### config.mk
export PLATFORM = sky130hd
export DESIGN_NAME = rbd_datapath
export DESIGN_NICKNAME = d
export VERILOG_FILES = /design/src/include/rbd_pkg.sv /design/src/rtl/rbd_datapath.sv
export SDC_FILE = /design/constraint.sdc
export NUM_CORES = 1
export LEC_CHECK = 0
export BUFFER_PORTS_ARGS = -buffer_cell sky130_fd_sc_hd__buf_4
export CORE_MARGIN = 3
export CORE_UTILIZATION = 40
export DETAILED_ROUTE_END_ITERATION = 8
export PLACE_DENSITY = 0.55
export SETUP_SLACK_MARGIN = 0.3
export SLEW_MARGIN = 20
export SYNTH_ARGS = -nofsm -noshare
export SYNTH_HDL_FRONTEND = slang
export SYNTH_SLANG_ARGS = --single-unit
### constraint.sdc
create_clock -name clk_i -period 4.3 [get_ports clk_i]
set_input_delay 0 -clock clk_i [delete_from_list [all_inputs] [get_ports clk_i]]
set_output_delay 0 -clock clk_i [all_outputs]
set_load 0.01 [all_outputs]
### src/include/rbd_pkg.sv
// Package for the rotate-right and bit-set datapath: map, encodings, types
`default_nettype none
package rbd_pkg;
    // Register byte offsets
    localparam logic [7:0] RBD_CMD_OFS = 8'h00;
    localparam logic [7:0] RBD_OPERAND_OFS = 8'h04;
    localparam logic [7:0] RBD_ACC_OFS = 8'h08;
    localparam logic [7:0] RBD_COUNT_OFS = 8'h0c;
    localparam logic [7:0] RBD_FLAGS_OFS = 8'h10;
    localparam logic [7:0] RBD_STATUS_OFS = 8'h14;
    localparam logic [7:0] RBD_SRC_IDX_OFS = 8'h18;
    localparam logic [7:0] RBD_DST_IDX_OFS = 8'h1c;
    localparam logic [7:0] RBD_STEP_OFS = 8'h20;

    // Reset values
    localparam logic [15:0] RBD_OPERAND_RST = 16'h0000;
    localparam logic [7:0] RBD_ACC_RST = 8'h00;
    localparam logic [7:0] RBD_COUNT_RST = 8'h00;
    localparam logic [15:0] RBD_IDX_RST = 16'h0000;
    localparam logic [6:0] RBD_FLAGS_RST = 7'h00;

    // Field positions
    localparam int RBD_STATUS_BUSY_BIT = 0;
    localparam int RBD_STATUS_BAD_BIT = 1;
    localparam int RBD_STEP_WORD_BIT = 0;
    localparam int RBD_REG_FIELD_LSB = 3;
    localparam int RBD_BYTE_MSB = 7;
    localparam int RBD_WORD_MSB = 15;

    // Opcode encodings
    localparam logic [6:0] RBD_OPC_ROT_ONE = 7'h68;
    localparam logic [6:0] RBD_OPC_ROT_REG = 7'h69;
    localparam logic [6:0] RBD_OPC_ROT_IMM = 7'h60;
    localparam logic [2:0] RBD_RF_ROTATE = 3'h1;
    localparam logic [2:0] RBD_RF_ROTATE_CARRY = 3'h3;
    localparam logic [2:0] RBD_RF_ZERO = 3'h0;
    localparam logic [7:0] RBD_OPC_EXT = 8'h0f;
    localparam logic [7:0] RBD_EXT_NIBBLE = 8'h2a;
    localparam logic [7:0] RBD_EXT_BSET_CNT_B = 8'h14;
    localparam logic [7:0] RBD_EXT_BSET_CNT_W = 8'h15;
    localparam logic [7:0] RBD_EXT_BSET_IMM_B = 8'h1c;
    localparam logic [7:0] RBD_EXT_BSET_IMM_W = 8'h1d;
    localparam logic [7:0] RBD_OPC_SET_CARRY = 8'hf9;
    localparam logic [7:0] RBD_OPC_SET_DIR = 8'hfd;

    // Index masks for the bit-set forms
    localparam logic [3:0] RBD_BYTE_IDX_MASK = 4'h7;
    localparam logic [3:0] RBD_WORD_IDX_MASK = 4'hf;

    // Index register step sizes
    localparam logic [15:0] RBD_STEP_BYTE = 16'h0001;
    localparam logic [15:0] RBD_STEP_WORD = 16'h0002;

    typedef enum logic [2:0] {
        RBD_OP_NONE = 3'h0,
        RBD_OP_ROT = 3'h1,
        RBD_OP_NIB = 3'h2,
        RBD_OP_BSET = 3'h3,
        RBD_OP_SETCY = 3'h4,
        RBD_OP_SETDIR = 3'h5,
        RBD_OP_BAD = 3'h6
    } rbd_op_t;

    typedef enum logic [1:0] {
        RBD_CNT_ONE = 2'h0,
        RBD_CNT_REG = 2'h1,
        RBD_CNT_IMM = 2'h2
    } rbd_cnt_src_t;

    typedef enum logic [1:0] {
        RBD_ST_IDLE = 2'b00,
        RBD_ST_RUN = 2'b01
    } rbd_state_t;

    typedef struct packed {
        logic zero_flag;
        logic sign_flag;
        logic parity_flag;
        logic aux_carry_flag;
        logic overflow_flag;
        logic dir_flag;
        logic carry_flag;
    } rbd_flags_t;

    typedef struct packed {
        logic [15:0] value;
        logic carry;
    } rbd_rot_t;

    typedef struct packed {
        rbd_op_t op;
        logic wide;
        logic thru;
        rbd_cnt_src_t cnt_src;
        logic [7:0] imm;
    } rbd_dec_t;
endpackage : rbd_pkg
`default_nettype wire

### src/rtl/rbd_datapath.sv
// Rotate-right group and bit-set execution datapath with an Avalon-MM slave
//
// Decided for this implementation: the Avalon-MM interface to the registers and the address map.
`default_nettype none
module rbd_datapath
    import rbd_pkg::*;
(
    input wire logic clk_i,
    input wire logic rst_n_i,
    input wire logic [7:0] avs_address_i,
    input wire logic avs_read_i,
    input wire logic avs_write_i,
    input wire logic [31:0] avs_writedata_i,
    input wire logic [3:0] avs_byteenable_i,
    output logic [31:0] avs_readdata_o,
    output logic avs_waitrequest_o,
    output logic carry_flag_o,
    output logic dir_flag_o,
    output logic busy_o
);

    function automatic logic [31:0] be_merge(input logic [31:0] old, input logic [31:0] wd,
                                             input logic [3:0] be);
        logic [31:0] r;
        r = old;
        for (int i = 0; i < 4; i++)
        begin
            if (be[i])
            begin
                r[i*8 +: 8] = wd[i*8 +: 8];
            end
        end
        return r;
    endfunction : be_merge

    function automatic logic msb_of(input logic [15:0] v, input logic wide);
        return wide ? v[RBD_WORD_MSB] : v[RBD_BYTE_MSB];
    endfunction : msb_of

    // One position right; the byte form leaves the upper operand byte alone
    function automatic rbd_rot_t rot_step(input logic [15:0] v, input logic wide,
                                          input logic thru, input logic cin);
        rbd_rot_t r;
        logic top;
        top = thru ? cin : v[0];
        r.carry = v[0];
        if (wide)
        begin
            r.value = {top, v[15:1]};
        end
        else
        begin
            r.value = {v[15:8], top, v[7:1]};
        end
        return r;
    endfunction : rot_step

    function automatic rbd_dec_t decode_cmd(input logic [31:0] c);
        rbd_dec_t d;
        logic [7:0] b0;
        logic [7:0] b1;
        logic [7:0] b2;
        logic [7:0] b3;
        b0 = c[7:0];
        b1 = c[15:8];
        b2 = c[23:16];
        b3 = c[31:24];
        d.op = RBD_OP_BAD;
        d.wide = b0[0];
        d.thru = 1'b0;
        d.cnt_src = RBD_CNT_ONE;
        d.imm = b2;
        if (b0[7:1] == RBD_OPC_ROT_ONE || b0[7:1] == RBD_OPC_ROT_REG ||
            b0[7:1] == RBD_OPC_ROT_IMM)
        begin
            if (b0[7:1] == RBD_OPC_ROT_REG)
            begin
                d.cnt_src = RBD_CNT_REG;
            end
            else if (b0[7:1] == RBD_OPC_ROT_IMM)
            begin
                d.cnt_src = RBD_CNT_IMM;
            end
            if (b1[RBD_REG_FIELD_LSB +: 3] == RBD_RF_ROTATE)
            begin
                d.op = RBD_OP_ROT;
            end
            else if (b1[RBD_REG_FIELD_LSB +: 3] == RBD_RF_ROTATE_CARRY)
            begin
                d.op = RBD_OP_ROT;
                d.thru = 1'b1;
            end
        end
        else if (b0 == RBD_OPC_EXT && b2[RBD_REG_FIELD_LSB +: 3] == RBD_RF_ZERO)
        begin
            d.wide = b1[0];
            // The fetch path places the index byte (fourth or last) in b3
            d.imm = b3;
            if (b1 == RBD_EXT_NIBBLE)
            begin
                d.op = RBD_OP_NIB;
                d.wide = 1'b0;
            end
            else if (b1 == RBD_EXT_BSET_CNT_B || b1 == RBD_EXT_BSET_CNT_W)
            begin
                d.op = RBD_OP_BSET;
                d.cnt_src = RBD_CNT_REG;
            end
            else if (b1 == RBD_EXT_BSET_IMM_B || b1 == RBD_EXT_BSET_IMM_W)
            begin
                d.op = RBD_OP_BSET;
                d.cnt_src = RBD_CNT_IMM;
            end
        end
        else if (b0 == RBD_OPC_SET_CARRY)
        begin
            d.op = RBD_OP_SETCY;
        end
        else if (b0 == RBD_OPC_SET_DIR)
        begin
            d.op = RBD_OP_SETDIR;
        end
        return d;
    endfunction : decode_cmd

    rbd_state_t state;
    rbd_state_t next_state;
    rbd_flags_t flags;
    rbd_flags_t next_flags;
    logic [15:0] operand;
    logic [15:0] next_operand;
    logic [7:0] acc;
    logic [7:0] next_acc;
    logic [7:0] count;
    logic [7:0] next_count;
    logic [15:0] src_idx;
    logic [15:0] next_src_idx;
    logic [15:0] dst_idx;
    logic [15:0] next_dst_idx;
    logic [7:0] remain;
    logic [7:0] next_remain;
    logic run_wide;
    logic next_run_wide;
    logic run_thru;
    logic next_run_thru;
    logic bad_cmd;
    logic next_bad_cmd;
    logic ack;
    logic next_ack;
    logic [31:0] rdata;
    logic [31:0] next_rdata;

    logic req;
    logic wr_ok;
    rbd_dec_t dec;
    rbd_rot_t one_rot;
    rbd_rot_t run_rot;
    logic [31:0] wmerge;
    logic [31:0] rd_mux;
    logic [3:0] bit_idx;
    logic [7:0] idx_src;
    logic [15:0] step;

    assign req = avs_read_i | avs_write_i;
    // Answer one cycle after the request; a running rotate stalls every access
    assign avs_waitrequest_o = req & ~ack;
    assign wr_ok = avs_write_i & ack;
    assign avs_readdata_o = rdata;
    assign carry_flag_o = flags.carry_flag;
    assign dir_flag_o = flags.dir_flag;
    assign busy_o = (state == RBD_ST_RUN);

    always_comb
    begin
        rd_mux = 32'h0000_0000;
        case (avs_address_i)
            RBD_OPERAND_OFS: rd_mux = {16'h0000, operand};
            RBD_ACC_OFS: rd_mux = {24'h00_0000, acc};
            RBD_COUNT_OFS: rd_mux = {24'h00_0000, count};
            RBD_FLAGS_OFS: rd_mux = {25'h000_0000, flags};
            RBD_STATUS_OFS: rd_mux = {30'h0000_0000, bad_cmd, busy_o};
            RBD_SRC_IDX_OFS: rd_mux = {16'h0000, src_idx};
            RBD_DST_IDX_OFS: rd_mux = {16'h0000, dst_idx};
            default: rd_mux = 32'h0000_0000;
        endcase
    end

    always_comb
    begin
        dec = decode_cmd(avs_writedata_i);
        one_rot = rot_step(operand, dec.wide, dec.thru, flags.carry_flag);
        run_rot = rot_step(operand, run_wide, run_thru, flags.carry_flag);
        idx_src = (dec.cnt_src == RBD_CNT_REG) ? count : dec.imm;
        bit_idx = idx_src[3:0] &
            (dec.wide ? RBD_WORD_IDX_MASK : RBD_BYTE_IDX_MASK);
        // The read mux already holds the addressed register, zero-extended
        wmerge = be_merge(rd_mux, avs_writedata_i, avs_byteenable_i);
        step = RBD_STEP_BYTE;
        next_state = state;
        next_flags = flags;
        next_operand = operand;
        next_acc = acc;
        next_count = count;
        next_src_idx = src_idx;
        next_dst_idx = dst_idx;
        next_remain = remain;
        next_run_wide = run_wide;
        next_run_thru = run_thru;
        next_bad_cmd = bad_cmd;
        next_rdata = rdata;
        next_ack = 1'b0;
        if (req & ~ack & (state == RBD_ST_IDLE))
        begin
            next_ack = 1'b1;
            if (avs_read_i)
            begin
                next_rdata = rd_mux;
            end
        end
        if (state == RBD_ST_RUN)
        begin
            // One position per clock; overflow is left as it was
            next_operand = run_rot.value;
            next_flags.carry_flag = run_rot.carry;
            next_remain = remain - 8'h01;
            if (remain == 8'h01)
            begin
                next_state = RBD_ST_IDLE;
            end
        end
        if (wr_ok)
        begin
            case (avs_address_i)
                RBD_CMD_OFS:
                begin
                    next_bad_cmd = 1'b0;
                    case (dec.op)
                        RBD_OP_ROT:
                        begin
                            if (dec.cnt_src == RBD_CNT_ONE)
                            begin
                                next_operand = one_rot.value;
                                next_flags.carry_flag = one_rot.carry;
                                next_flags.overflow_flag = msb_of(operand, dec.wide) ^
                                    msb_of(one_rot.value, dec.wide);
                            end
                            else if (idx_src != 8'h00)
                            begin
                                next_state = RBD_ST_RUN;
                                next_remain = idx_src;
                                next_run_wide = dec.wide;
                                next_run_thru = dec.thru;
                            end
                        end
                        RBD_OP_NIB:
                        begin
                            // Upper accumulator nibble is kept, though callers may not rely on it
                            next_operand = {operand[15:8], acc[3:0], operand[7:4]};
                            next_acc = {acc[7:4], operand[3:0]};
                        end
                        RBD_OP_BSET:
                        begin
                            next_operand = operand | (16'h0001 << bit_idx);
                        end
                        RBD_OP_SETCY:
                        begin
                            next_flags.carry_flag = 1'b1;
                        end
                        RBD_OP_SETDIR:
                        begin
                            next_flags.dir_flag = 1'b1;
                        end
                        default:
                        begin
                            next_bad_cmd = 1'b1;
                        end
                    endcase
                end
                RBD_OPERAND_OFS: next_operand = wmerge[15:0];
                RBD_ACC_OFS: next_acc = wmerge[7:0];
                RBD_COUNT_OFS: next_count = wmerge[7:0];
                RBD_FLAGS_OFS: next_flags = wmerge[6:0];
                RBD_SRC_IDX_OFS: next_src_idx = wmerge[15:0];
                RBD_DST_IDX_OFS: next_dst_idx = wmerge[15:0];
                RBD_STEP_OFS:
                begin
                    step = avs_writedata_i[RBD_STEP_WORD_BIT] ? RBD_STEP_WORD : RBD_STEP_BYTE;
                    if (flags.dir_flag)
                    begin
                        next_src_idx = src_idx - step;
                        next_dst_idx = dst_idx - step;
                    end
                    else
                    begin
                        next_src_idx = src_idx + step;
                        next_dst_idx = dst_idx + step;
                    end
                end
                default:
                begin
                    next_bad_cmd = bad_cmd;
                end
            endcase
        end
    end

    always_ff @(posedge clk_i or negedge rst_n_i)
    begin
        if (!rst_n_i)
        begin
            state <= RBD_ST_IDLE;
            flags <= RBD_FLAGS_RST;
            operand <= RBD_OPERAND_RST;
            acc <= RBD_ACC_RST;
            count <= RBD_COUNT_RST;
            src_idx <= RBD_IDX_RST;
            dst_idx <= RBD_IDX_RST;
            remain <= 8'h00;
            run_wide <= 1'b0;
            run_thru <= 1'b0;
            bad_cmd <= 1'b0;
            ack <= 1'b0;
            rdata <= 32'h0000_0000;
        end
        else
        begin
            state <= next_state;
            flags <= next_flags;
            operand <= next_operand;
            acc <= next_acc;
            count <= next_count;
            src_idx <= next_src_idx;
            dst_idx <= next_dst_idx;
            remain <= next_remain;
            run_wide <= next_run_wide;
            run_thru <= next_run_thru;
            bad_cmd <= next_bad_cmd;
            ack <= next_ack;
            rdata <= next_rdata;
        end
    end

endmodule : rbd_datapath
`default_nettype wire

==> results.md <==
- Fin crit period: 3.290 ns
- P_leak: 3.988 nW
- Initial antenna violation count: 0
- Pwr dens: 261.2 nW/um^2
- Number of synthesized register bits: 101
- WL final: 27450 um
- Clock Path Buffers: 2
- Ys flop type: dfrtp_1
- Part of the power in combinational logic: 0.191
- Arrival time worst endpoint: 3.55 ns
- Number of enable flip-flop cells after synthesis: 0
- Hold Vio Cnt, Final: 0
- Final core occ: 0.4623
- Post_cts resized: 0
- ANT nets after route: 0
- CP dominant cell by count: o21ai_0
- Starting Density: 0.4093
- Residual DRC count: 0
- # nets final: 1110
- Number of global-route vias before repair: 7291
- Wirelength per Cell: 21.14 um
- Worst skew pair latency: 0.36 ns
- R2R setup slack: 1.01 ns
- Worst setup SP type: register
- CP Buf/Inv Count: 0
- Crit end category: register
- Part of the power in registers: 0.447
- Slew at the pin with the worst max-slew slack: 1.090 ns
- Most common cell after layout, fill and taps aside: nand2_1
- Skew final: 0.007018 ns
- Final TNS setup: 0 ns
- Sequential area share after synthesis: 0.3152
- CTS Buf Count: 9
- Crit path max-delay cell type: dfrtp_1
- Synth-to-layout area growth: 12.95%
- Clock Root Buffer: clkbuf_16
- I/O pin cnt: 84
- Layout cells sized above 1: 0.1375
- Period utilization: 0.7651
- Pwr Total: 2.366 mW
- Drt pass-1 iters: 6
- Setup violations, final: 0
- Grt total ovfl: 0
- Min-Delay Path Class: primary input to register
- Most frequent cells in the layout: nand2_1 (104), dfrtp_1 (101), nor2_1 (87)
- Die extent in x: 147.6 um
- Max_cap viols: 0
- Pin count of the biggest net entering global routing: 76
- WS Path Type: register to register
- Die ar.: 21780 sq um
- Crit-path leading delay family: compound AO/OA/AOI/OAI gates
- P_sw: 0.7725 mW
- Cell variety after synth: 84
- Yosys warnings: 0
- GRT Resource Usage Total: 0.2504
- Worst-path cell chain: nor2b_1 -> fa_1 -> a211oi_1 -> o21bai_1 -> a31oi_1 -> o21ai_0 -> o41ai_1 -> o21ai_0 -> xnor2_1 -> o31ai_1
- Switching power share of the total: 0.3265
- Vias: 7691
- Max stage delay on crit path: 0.57 ns
- Iteration-0 DRC Markers: 735
- Async SR Flop Fraction: 1.000
- Internal power: 1.594 mW
- Syn Area/Cell: 8.174 sq um
- HP Start: avs_writedata_i[21]
- Outcome: finished clean
- Worst Path Max Fanout: 12
- CTS H-tree depth: 3
- Synthesized area: 8019 sq um
- Die Height: 147.6 um
- Clock share of power: 0.362
- Core Rows: 51
- CP required: 4.56 ns
- Gpl congestion: 0.9235
- Core area: 19590 sq um
- Headroom to the max-slew limit: 0.2730
- Buffers on Ports: 65
- TritonCTS clock tree: done
- Worst R2R Start: dir_flag_o
- HPWL after DPL: 20360 um
- Crit. Startpoint: dir_flag_o
- Clk sinks: 101
- RSZ-0062 raised after global routing: false
- Global-route wire length before repair: 42630 um
- Via density: 5.925
- Antenna cells: 0
- Max Transition Viols Final: 0
- Clk slew on worst S/H paths: 0.08 ns
- Peak VDD IR: 173.7 uV
- Mapped Cells: 981
- FMAX: 0.3040 GHz
[worst paths after layout]
kind / depth (start not counted) / endpoint
setup reg to reg: 10 / dst_idx[14]
hold reg to reg: 2 / flags[6]
hold / removal: 4 / remain[5]
min in group asynchronous: 2 / remain[4]
max in group asynchronous: 3 / acc[4]
setup / recovery: 10 / dst_idx[14]
[state kept, by name (all words and copies together), names as in the netlist, 2 cells and up]
signal          cells
dst_idx            16
operand            16
acc                 8
avs_readdata_o     16
src_idx            16
count               8
state               2
flags               5
remain              8
[power groups by stage]
| stage | logic [mW] | clock network [mW] | registers (mW) |
|---|---|---|---|
| global placement | 0.446 | 0 | 1.07 |
| finish | 0.453 | 0.856 | 1.06 |
| detailed placement | 0.447 | 0 | 1.07 |
| floorplan | 0.270 | 0 | 1.06 |
| CTS | 0.451 | 0.868 | 1.06 |
| global route | 0.503 | 0.899 | 1.06 |
[timing repair]
action,CTS,global route
endpoints found under the hold margin,76,0
buffers inserted,0,0
setup endpoints to repair,0,0
hold buffers,4,0
[cells by family after synthesis]
group / Yosys count / synth area share
flops: 101 / 0.3152
other cells: 1 / 0.0004676
xor+xnor: 24 / 0.02621
simple gates: 342 / 0.2152
compound gates: 328 / 0.2579
fa+ha+maj: 34 / 0.05492
buf+inv: 93 / 0.05445
mux: 58 / 0.07568
[tightest hold or removal path, cell delays in order]
cell and delay [ns]:
buf_4 0.10, a211o_1 0.08, o21ai_0 0.08, o21ai_1 0.11
[synth_stat cells, types with 12 or more instances]
| master | instances | area [sq um] |
|---|---|---|
| a21oi_1 | 84 | 420.4 |
| a22oi_1 | 16 | 120.1 |
| a31oi_1 | 18 | 112.6 |
| and3_1 | 14 | 87.58 |
| buf_4 | 16 | 120.1 |
| clkbuf_1 | 30 | 112.6 |
| dfrtp_1 | 101 | 2527 |
| ha_1 | 32 | 400.4 |
| inv_1 | 25 | 93.84 |
| mux2_2 | 21 | 236.5 |
| mux2i_1 | 37 | 370.4 |
| nand2_1 | 104 | 390.4 |
| nand3_1 | 26 | 130.1 |
| nand4_1 | 12 | 75.07 |
| nor2_1 | 87 | 326.6 |
| nor3_1 | 17 | 85.08 |
| o21ai_0 | 83 | 415.4 |
| o21ai_1 | 20 | 100.1 |
| o22ai_1 | 12 | 75.07 |
| xnor2_1 | 16 | 140.1 |
[layout make-up]
cell class | count | area (sq um)
Clock buffer | 9 | 225.2
Clock inverter | 7 | 65.06
Fill cell | 2046 | 10530
Inverter | 26 | 97.59
Multi-Input combinational cell | 802 | 5136
Sequential cell | 101 | 2527
Tap cell | 265 | 331.6
Timing Repair Buffer | 88 | 674.4
[routing by layer]
layer,up-vias,part of all wire,global-route usage
met3,49,0.060,0.02759
met1,3666,0.45,0.3484
met4,0,0.031,0.09786
met5,-,0,0
met2,276,0.46,0.4012
li1,3700,-,-
[per-stage QoR]
stage | std cells | area, sq um | hold slack [ns] | worst slack [ns]
after floorplan | 996 | 8075 | -0.2956 | 0.8949
after global placement | 1278 | 8723 | 0.2423 | 1.065
after detailed placement | 1278 | 8723 | 0.2482 | 1.024
after CTS | 1298 | 9054 | 0.03484 | 0.9905
after global routing | 1298 | 9057 | 0.07162 | 0.7774
final | 1298 | 9057 | 0.04291 | 1.010
Note: power is estimated with default switching activity, not from simulation.
